===== src/adc_demux_consts.svh =====
/*
  Constants for the converter output demultiplexer: code width, FIFO depth,
  pin synchroniser layout and reset values.
  Assumes inclusion by bare name from the package and the design modules.
*/
`ifndef ADC_DEMUX_CONSTS_SVH
`define ADC_DEMUX_CONSTS_SVH

`define ADC_CODE_W 8
`define ADC_FIFO_DEPTH 8
`define ADC_SYNC_W 4
`define ADC_PIN_RST_TTL 0
`define ADC_PIN_RST_DIFF 1
`define ADC_PIN_POL 2
`define ADC_PIN_MODE 3
`define ADC_SYNC_RESET 4'hf
`define ADC_CODE_RESET 8'h00

`endif


===== src/adc_demux_pkg.sv =====
/*
  Types shared by the output demultiplexer.
  Assumes adc_demux_consts.svh is on the include path.
*/
`include "adc_demux_consts.svh"

package adc_demux_pkg;

  typedef struct packed {
    logic [`ADC_SYNC_W-1:0] pin_meta;
    logic [`ADC_SYNC_W-1:0] pin_sync;
    logic half_phase;
    logic [`ADC_CODE_W-1:0] held_code;
    logic [`ADC_CODE_W-1:0] first_code;
    logic [`ADC_CODE_W-1:0] second_code;
    logic word_valid;
  } demux_state_t;

endpackage : adc_demux_pkg


===== src/flash_adc_output_demux.sv =====
/*
  Digital output side of an 8-bit flash converter: polarity coding, straight
  and two-port half-rate output modes, resettable divide-by-two phase.
  Assumes sample words arrive on ref_clk_in, one per sample clock, and that
  the static pins (resets, polarity, mode) are asynchronous to it. A pin's
  _conn_in input is low when that pin is left open.
*/
// Functional notes
// Low reset input clears the divide-by-two divider
// Open TTL reset input reads as high
// Open polarity input reads as high
// Polarity high straight binary, low complemented code
// Mode high: divide by two, demultiplex samples
// Half-rate mode: two ports at half rate
// Half-rate mode: divided clock on strobe output
// Straight mode: inverted sample clock on strobe
// Straight mode: one word per clock period
// Two independent 8-bit output ports
// Controller pulses reset to align parallel converters
// Samples alternate ports, both update together
`timescale 1ns/10ps
`default_nettype none

`include "adc_demux_consts.svh"

module flash_adc_output_demux #(
  parameter int CODE_W = `ADC_CODE_W,
  parameter int FIFO_DEPTH = `ADC_FIFO_DEPTH
) (
  input wire logic ref_clk_in,
  input wire logic arst_n_in,
  input wire logic [CODE_W-1:0] sample_code_in,
  input wire logic sample_valid_in,
  output logic sample_ready_out,
  input wire logic divider_reset_n_ttl_in,
  input wire logic divider_reset_n_ttl_conn_in,
  input wire logic divider_reset_n_diff_in,
  input wire logic code_polarity_pin_in,
  input wire logic code_polarity_conn_in,
  input wire logic two_port_half_rate_mode_in,
  input wire logic capture_ready_in,
  output logic [CODE_W-1:0] first_port_code_out,
  output logic [CODE_W-1:0] second_port_code_out,
  output logic word_valid_out,
  output logic output_strobe_out
);

  adc_demux_pkg::demux_state_t st;
  adc_demux_pkg::demux_state_t next_st;
  logic [`ADC_SYNC_W-1:0] pin_raw;
  logic fifo_valid;
  logic [CODE_W-1:0] fifo_data;
  logic [CODE_W-1:0] code;
  logic div_rst;
  logic mode;
  logic pol;
  logic pop;

  // Open pins resolve to their pulled-up level before synchronising
  assign pin_raw[`ADC_PIN_RST_TTL] = divider_reset_n_ttl_conn_in ? divider_reset_n_ttl_in
                                                                 : 1'b1;
  assign pin_raw[`ADC_PIN_RST_DIFF] = divider_reset_n_diff_in;
  assign pin_raw[`ADC_PIN_POL] = code_polarity_conn_in ? code_polarity_pin_in : 1'b1;
  assign pin_raw[`ADC_PIN_MODE] = two_port_half_rate_mode_in;

  assign div_rst = ~(st.pin_sync[`ADC_PIN_RST_TTL] & st.pin_sync[`ADC_PIN_RST_DIFF]);
  assign mode = st.pin_sync[`ADC_PIN_MODE];
  assign pol = st.pin_sync[`ADC_PIN_POL];
  assign code = pol ? fifo_data : ~fifo_data;
  // No FIFO sample is popped while the divider is in reset in half-rate mode
  assign pop = fifo_valid & capture_ready_in & ~(mode & div_rst);

  sample_fifo #(
    .WIDTH(CODE_W),
    .DEPTH(FIFO_DEPTH)
  ) u_fifo (
    .ref_clk_in(ref_clk_in),
    .arst_n_in(arst_n_in),
    .in_valid_in(sample_valid_in),
    .in_ready_out(sample_ready_out),
    .in_data_in(sample_code_in),
    .out_valid_out(fifo_valid),
    .out_ready_in(pop),
    .out_data_out(fifo_data)
  );

  always_comb
  begin
    next_st = st;
    next_st.pin_meta = pin_raw;
    next_st.pin_sync = st.pin_meta;
    next_st.word_valid = 1'b0;
    if (mode)
    begin
      if (div_rst)
      begin
        next_st.half_phase = 1'b0;
      end
      else if (pop)
      begin
        if (!st.half_phase)
        begin
          next_st.held_code = code;
          next_st.half_phase = 1'b1;
        end
        else
        begin
          next_st.first_code = st.held_code;
          next_st.second_code = code;
          next_st.half_phase = 1'b0;
          next_st.word_valid = 1'b1;
        end
      end
    end
    else
    begin
      next_st.half_phase = 1'b0;
      if (pop)
      begin
        next_st.first_code = code;
        next_st.word_valid = 1'b1;
      end
    end
  end

  always_ff @(posedge ref_clk_in or negedge arst_n_in)
  begin
    if (!arst_n_in)
    begin
      st.pin_meta <= `ADC_SYNC_RESET;
      st.pin_sync <= `ADC_SYNC_RESET;
      st.half_phase <= 1'b0;
      st.held_code <= `ADC_CODE_RESET;
      st.first_code <= `ADC_CODE_RESET;
      st.second_code <= `ADC_CODE_RESET;
      st.word_valid <= 1'b0;
    end
    else
    begin
      st <= next_st;
    end
  end

  assign first_port_code_out = st.first_code;
  assign second_port_code_out = st.second_code;
  assign word_valid_out = st.word_valid;
  // Divided phase rises mid-pair, giving margin around the data update
  assign output_strobe_out = mode ? st.half_phase : ~ref_clk_in;

  AST_RESET_PHASE: assert property (@(posedge ref_clk_in) disable iff (!arst_n_in)
    (mode && div_rst) |=> !st.half_phase)
    else $error("divider phase not cleared by reset");

  AST_TTL_OPEN: assert property (@(posedge ref_clk_in) disable iff (!arst_n_in)
    (!divider_reset_n_ttl_conn_in && divider_reset_n_diff_in)[*3] |=> !div_rst)
    else $error("open reset input held the divider in reset");

  AST_POL_OPEN: assert property (@(posedge ref_clk_in) disable iff (!arst_n_in)
    (!code_polarity_conn_in)[*3] |=> pol)
    else $error("open polarity input did not read high");

  AST_CODE: assert property (@(posedge ref_clk_in) disable iff (!arst_n_in)
    (!mode && pop) |=> first_port_code_out == ($past(pol) ? $past(fifo_data)
                                                          : ~$past(fifo_data)))
    else $error("output code polarity wrong");

  AST_HALF_RATE: assert property (@(posedge ref_clk_in) disable iff (!arst_n_in)
    (mode && $past(mode) && word_valid_out) |=> !word_valid_out)
    else $error("two-port words faster than half rate");

  AST_STROBE_LOW: assert property (@(posedge ref_clk_in) disable iff (!arst_n_in)
    (mode && word_valid_out) |-> !output_strobe_out ##1 1'b1)
    else $error("strobe high when pair updates");

  AST_STRAIGHT: assert property (@(posedge ref_clk_in) disable iff (!arst_n_in)
    (!mode && pop) |=> word_valid_out)
    else $error("straight mode word not issued");

  AST_PAIR: assert property (@(posedge ref_clk_in) disable iff (!arst_n_in)
    (mode && st.half_phase && pop) |=>
      (second_port_code_out == $past(code)) && (first_port_code_out == $past(st.held_code)))
    else $error("pair not presented together");

  AST_PORTS_HOLD: assert property (@(posedge ref_clk_in) disable iff (!arst_n_in)
    !$stable(first_port_code_out) |-> word_valid_out)
    else $error("port changed without a word");

  AST_DIFF_RESET: assert property (@(posedge ref_clk_in) disable iff (!arst_n_in)
    (!divider_reset_n_diff_in)[*3] |=> div_rst)
    else $error("differential reset input not seen");

  AST_SECOND_HOLD: assert property (@(posedge ref_clk_in) disable iff (!arst_n_in)
    (!mode && !$past(mode)) |-> $stable(second_port_code_out))
    else $error("second port changed in straight mode");

  AST_PAIR_ALTERNATE: assert property (@(posedge ref_clk_in) disable iff (!arst_n_in)
    (mode && pop && !st.half_phase) |=> (st.half_phase && !word_valid_out))
    else $error("first sample of a pair not held back");

  COV_PAIR: cover property (@(posedge ref_clk_in) disable iff (!arst_n_in)
    mode && word_valid_out);
  COV_STRAIGHT: cover property (@(posedge ref_clk_in) disable iff (!arst_n_in)
    !mode && word_valid_out ##1 word_valid_out);
  COV_DIV_RST: cover property (@(posedge ref_clk_in) disable iff (!arst_n_in)
    mode && st.half_phase && div_rst);
  COV_FULL: cover property (@(posedge ref_clk_in) disable iff (!arst_n_in)
    !sample_ready_out);
  COV_POL_INV: cover property (@(posedge ref_clk_in) disable iff (!arst_n_in)
    !pol && word_valid_out);

endmodule : flash_adc_output_demux

`default_nettype wire


===== src/sample_fifo.sv =====
/*
  Synchronous FIFO with valid/ready on both sides, width and depth set by
  parameters. Assumes one clock and an active-low asynchronous reset.
*/
`timescale 1ns/10ps
`default_nettype none

`include "adc_demux_consts.svh"

module sample_fifo #(
  parameter int WIDTH = `ADC_CODE_W,
  parameter int DEPTH = `ADC_FIFO_DEPTH
) (
  input wire logic ref_clk_in,
  input wire logic arst_n_in,
  input wire logic in_valid_in,
  output logic in_ready_out,
  input wire logic [WIDTH-1:0] in_data_in,
  output logic out_valid_out,
  input wire logic out_ready_in,
  output logic [WIDTH-1:0] out_data_out
);

  localparam int PW = (DEPTH > 1) ? $clog2(DEPTH) : 1;
  localparam int CW = $clog2(DEPTH + 1);
  localparam logic [PW-1:0] LAST = PW'(DEPTH - 1);
  localparam logic [CW-1:0] FULL = CW'(DEPTH);

  typedef struct packed {
    logic [DEPTH-1:0][WIDTH-1:0] mem;
    logic [PW-1:0] wr_ptr;
    logic [PW-1:0] rd_ptr;
    logic [CW-1:0] count;
  } fifo_state_t;

  fifo_state_t st;
  fifo_state_t next_st;
  logic push;
  logic pop;

  assign in_ready_out = (st.count != FULL);
  assign out_valid_out = (st.count != '0);
  assign out_data_out = st.mem[st.rd_ptr];
  assign push = in_valid_in & in_ready_out;
  assign pop = out_valid_out & out_ready_in;

  always_comb
  begin
    next_st = st;
    if (push)
    begin
      next_st.mem[st.wr_ptr] = in_data_in;
      next_st.wr_ptr = (st.wr_ptr == LAST) ? '0 : st.wr_ptr + 1'b1;
    end
    if (pop)
    begin
      next_st.rd_ptr = (st.rd_ptr == LAST) ? '0 : st.rd_ptr + 1'b1;
    end
    if (push && !pop)
    begin
      next_st.count = st.count + 1'b1;
    end
    else if (pop && !push)
    begin
      next_st.count = st.count - 1'b1;
    end
  end

  always_ff @(posedge ref_clk_in or negedge arst_n_in)
  begin
    if (!arst_n_in)
    begin
      st <= '0;
    end
    else
    begin
      st <= next_st;
    end
  end

endmodule : sample_fifo

`default_nettype wire


===== config.mk =====
export PLATFORM = sky130hd
export DESIGN_NAME = flash_adc_output_demux
export DESIGN_NICKNAME = d
export VERILOG_FILES = /design/src/adc_demux_pkg.sv /design/src/flash_adc_output_demux.sv /design/src/sample_fifo.sv
export VERILOG_INCLUDE_DIRS = /design/src
export SDC_FILE = /design/constraint.sdc
export NUM_CORES = 1
export LEC_CHECK = 0
export BUFFER_PORTS_ARGS = -buffer_cell sky130_fd_sc_hd__buf_2
export CAP_MARGIN = 20
export CORE_MARGIN = 2
export CORE_UTILIZATION = 35
export DETAILED_ROUTE_END_ITERATION = 10
export PLACE_DENSITY = 0.54
export SLEW_MARGIN = 20
export SYNTH_ARGS = -nofsm -noshare
export SYNTH_HDL_FRONTEND = slang
export SYNTH_SLANG_ARGS = --single-unit

===== constraint.sdc =====
create_clock -name ref_clk_in -period 3.5 [get_ports ref_clk_in]
set_input_delay 0.7 -clock ref_clk_in [delete_from_list [all_inputs] [get_ports ref_clk_in]]
set_output_delay 0.7 -clock ref_clk_in [all_outputs]
set_load 0.01 [all_outputs]

-- After elaboration in Yosys (flattened, before gate mapping)
Index checks and enable logic that the tools add are counted.
- bitwise operators: 11
- $add $sub $neg: 4
- $lt $le $gt $ge: 3
- multiplexer cells: 24
- equal/unequal tests: 7
- reduce and logical (&&, ||, !) cells: 11
- operators with widths (kind ; number):
    $bwmux 64 ; 1
    $mux 8 ; 6
    $mux 17 ; 2
    $mux 26 ; 1
    $bmux 8 s3 ; 1
    $demux 8 s3 ; 1
    $reduce_and 4->1 ; 3
    $lt 3x4->1 const B ; 2
    $mux 1 ; 8
    $mux 4 ; 2
    $not 8->8 ; 1
    $add 3x1->3 const B ; 2
    $and 1x1->1 ; 6
    $eq 3x3->1 const B ; 2
    $mux 3 ; 2
    $add 4x1->4 const B ; 1
    $ne 2x1->1 const B ; 2
    $ne 4x4->1 const B ; 1
    $not 1->1 ; 4
    $reduce_bool 2->1 ; 2
    $reduce_bool 4->1 ; 1
    $sub 4x1->4 const B ; 1
    $ge 3x1->1 const B ; 1
    $logic_and 1x1->1 ; 3
    3 further kinds ; 4
- word-level logic and storage cells: 78
- output and inout bits: 19
- input port bits: 18
- bits in registers: 108

-- Logic depth before layout (Yosys ltp)
- depth after elaboration: 9
- mapped depth: 11
- gate-level depth less buffers: 11

-- Cells and area by module
A second synthesis with hierarchy kept.
- cell total of the unflattened synthesis: 353
- area total of the unflattened synthesis: 5226.3 um2
- by module, submodules not included (module ; times used ; seq. area each (um2) ; area each (um2) ; cells each):
    sample_fifo ; 1 ; 1851.8 ; 3619.7 ; 224
    flash_adc_output_demux ; 1 ; 860.8 ; 1606.5 ; 129

==> results.md <==
- Max_cap viols: 0
- Hold EP: next_st[27]
- First DRT Iteration DRCs: 125
- Synth Register Bits: 108
- Die height: 125 microns
- Main synth FF type: dfrtp_1
- Area leader, netlist: dfrtp_1
- Dpl ws: 674 ps
- Post-synth EDFFs: 0
- Tightest Pin Transition: 897 ps
- Avg WL per Cell: 17.2 microns
- Final setup viols: 0
- Most frequent cell after synthesis: dfrtp_1
- Placeable Area: 14400 sq um
- Combinational family with the most area after synthesis: multiplexers
- Syn Std Cell Area: 5110 sq um
- Inst Count DP: 559
- Fillers: 1342
- Ratio of cells with drive above 1 in the final layout: 46.4%
- Worst R2R Path Depth: 11
- Largest net degree at the start of global routing: 70
- Crit Path Max Fanout: 2
- Slew margin rel.: 40.2%
- Post-synthesis compound-gate area fraction: 4.58%
- Global-route wire length before repair: 16500 microns
- Antenna violations before repair: 0
- Skew-Pair Late Insertion Delay: 470 ps
- Synth Area in Adders: 2.11%
- DR vias/cell: 4.96
- Synth Area in Simple Gates: 5.91%
- CTS tree: built
- Crit Path Category: clk -> out
- Metal2 WL: 4670 microns
- Post-synth ARST share: 100%
- Core Util, Final: 40.0%
- GRT Overall Usage: 14.0%
- Chip width: 125 microns
- Post-route setup slack: 535 ps
- Final Slew Violations: 0
- Synth area leaders: dfrtp_1, mux2_2, mux2i_1
- Fin nets: 415
- Total grt overflow: 0
- Worst Skew: 9.60 ps
- Design area: 5750 sq um
- Reg area: 2710 sq um
- Leakage: 2.57 nW
- Multi-input logic area: 2160 sq um
- Postcts setup bufs: 0
- CTS clk-pin slew, worst paths: 70 ps
- Vias in the first global route: 3034
- Yosys warns: 0
- Worst reg2reg endpoint: u_fifo.st[3]
- Hold_sp: divider_reset_n_diff_in
- Drc violations: 0
- Area delta synth->final: 12.6%
- RSZ-0062 raised after global routing: no
- Post-cts resize count: 0
- Launch point of the worst reg-to-reg path: u_fifo.st[1]
- Crit path required time: 2800 ps
- Placer's final routability congestion estimate: 0.695
- Setup TNS: 0 ps
- CP Capture Type: output port
- Initial DRT Pass Iterations: 4
- DR vias: 2868
- I/O pin count: 37
- Critical path launch point type: clock port
- Post-Synth XOR/XNOR Area: 2.23%
- Worst hold path type: in -> reg
- WHS: 332 ps
- Initial Util: 35.5%
- Routed met3 length: 445 microns
- R2R setup slack: 630 ps
- DP Wirelength: 6480 microns
- Die ar.: 15600 sq um
- Crit path DAT: 2260 ps
- DR top layer: met4
- Std-Cell Rows: 44
- Sequential area share after synthesis: 53.1%
- Top-area cell type share of the netlist area: 49.0%
- Post-synthesis mux area share: 27.5%
- Peak VDD IR: 0.397 mV
- Power Dens Cells: 950 nW/um^2
- Yosys cell types: 44
- I/O Buffers: 36
- Drt total wl: 9960 microns
- Final hold vios: 0
- Routed Antenna Nets: 0
- DP Area: 5350 sq um
- Layout Cells excl Fill: 578
- Mean area per synthesized cell: 14.1 sq um
- Top cells by count, synth: dfrtp_1, mux2_2, mux2i_1
- CTS Hold Bufs: 0
- Worst hold stages: 1
- Net Count, Synth: 389
- N_diodes: 0
- Gate Count Post-Synth: 363
- Pwr Total: 5.46 mW
- Outcome: complete, no violations
- Met1 wire length: 4670 microns
power by group:
group	switching, mW	internal (mW)
Sequential	0.385	1.80
Clock	0.478	0.796
Combinational	0.904	1.10
worst max-delay path by stage:
stage	startpoint	cells after the start	end
2_1_floorplan	ref_clk_in	1	output_strobe_out
3_5_place_dp	u_fifo.st[0]	11	u_fifo.st[3]
6_report	ref_clk_in	4	output_strobe_out
3_3_place_gp	u_fifo.st[1]	11	u_fifo.st[3]
4_1_cts	ref_clk_in	4	output_strobe_out
5_1_grt	u_fifo.st[1]	11	u_fifo.st[3]
state kept, by name (all words and copies together) (netlist names):
name                  cells
first_port_code_out       8
u_fifo.st                74
pol                       1
next_st                   4
second_port_code_out      8
mode                      1
st                       11
word_valid_out            1
final cells by class:
cell class	count	share of cell area, %
clock buffer	15	5.61
sequential	108	47.2
multi-input combinational	221	37.6
clock inverter	5	1.31
tap	184	4.00
inverter	5	0.326
timing repair buffer	40	3.96
cell families after synthesis:
family,after synthesis
multiplexers,123
flip-flops,108
AND/OR/NAND/NOR,49
buffers and inverters,34
AO/OA/AOI/OAI,28
XOR/XNOR,13
adder cells (fa/ha/maj),8
cell usage in the layout, fill, tap and decap left out, types with 3 or more instances in the layout:
cell type	Yosys	routed
dfstp_2	8	8
xnor2_1	9	9
nor2b_1	4	4
clkinv_2	0	3
xor2_1	4	4
nand2_1	14	14
mux2i_1	25	25
a221oi_2	3	3
nand2b_1	3	3
mux4_2	4	4
dfrtp_1	100	100
nor2_1	13	13
buf_4	17	5
ha_1	7	7
buf_2	3	35
o22ai_1	3	3
clkbuf_16	0	12
inv_1	4	4
a31oi_1	5	5
mux2_2	93	93
a21oi_1	4	3
routing by layer:
layer / global-route usage [%] / up-vias
li1: - / 1340
met3: 5.63 / 14
met2: 20.9 / 52
met5: 0 / -
met4: 6.28 / 0
met1: 17.9 / 1462
critical path, cell delays in order:
cell	delay, ps
clkbuf_16	120
clkbuf_16	130
mux2i_1	110
buf_2	150
Note: power is estimated with default switching activity, not from simulation.
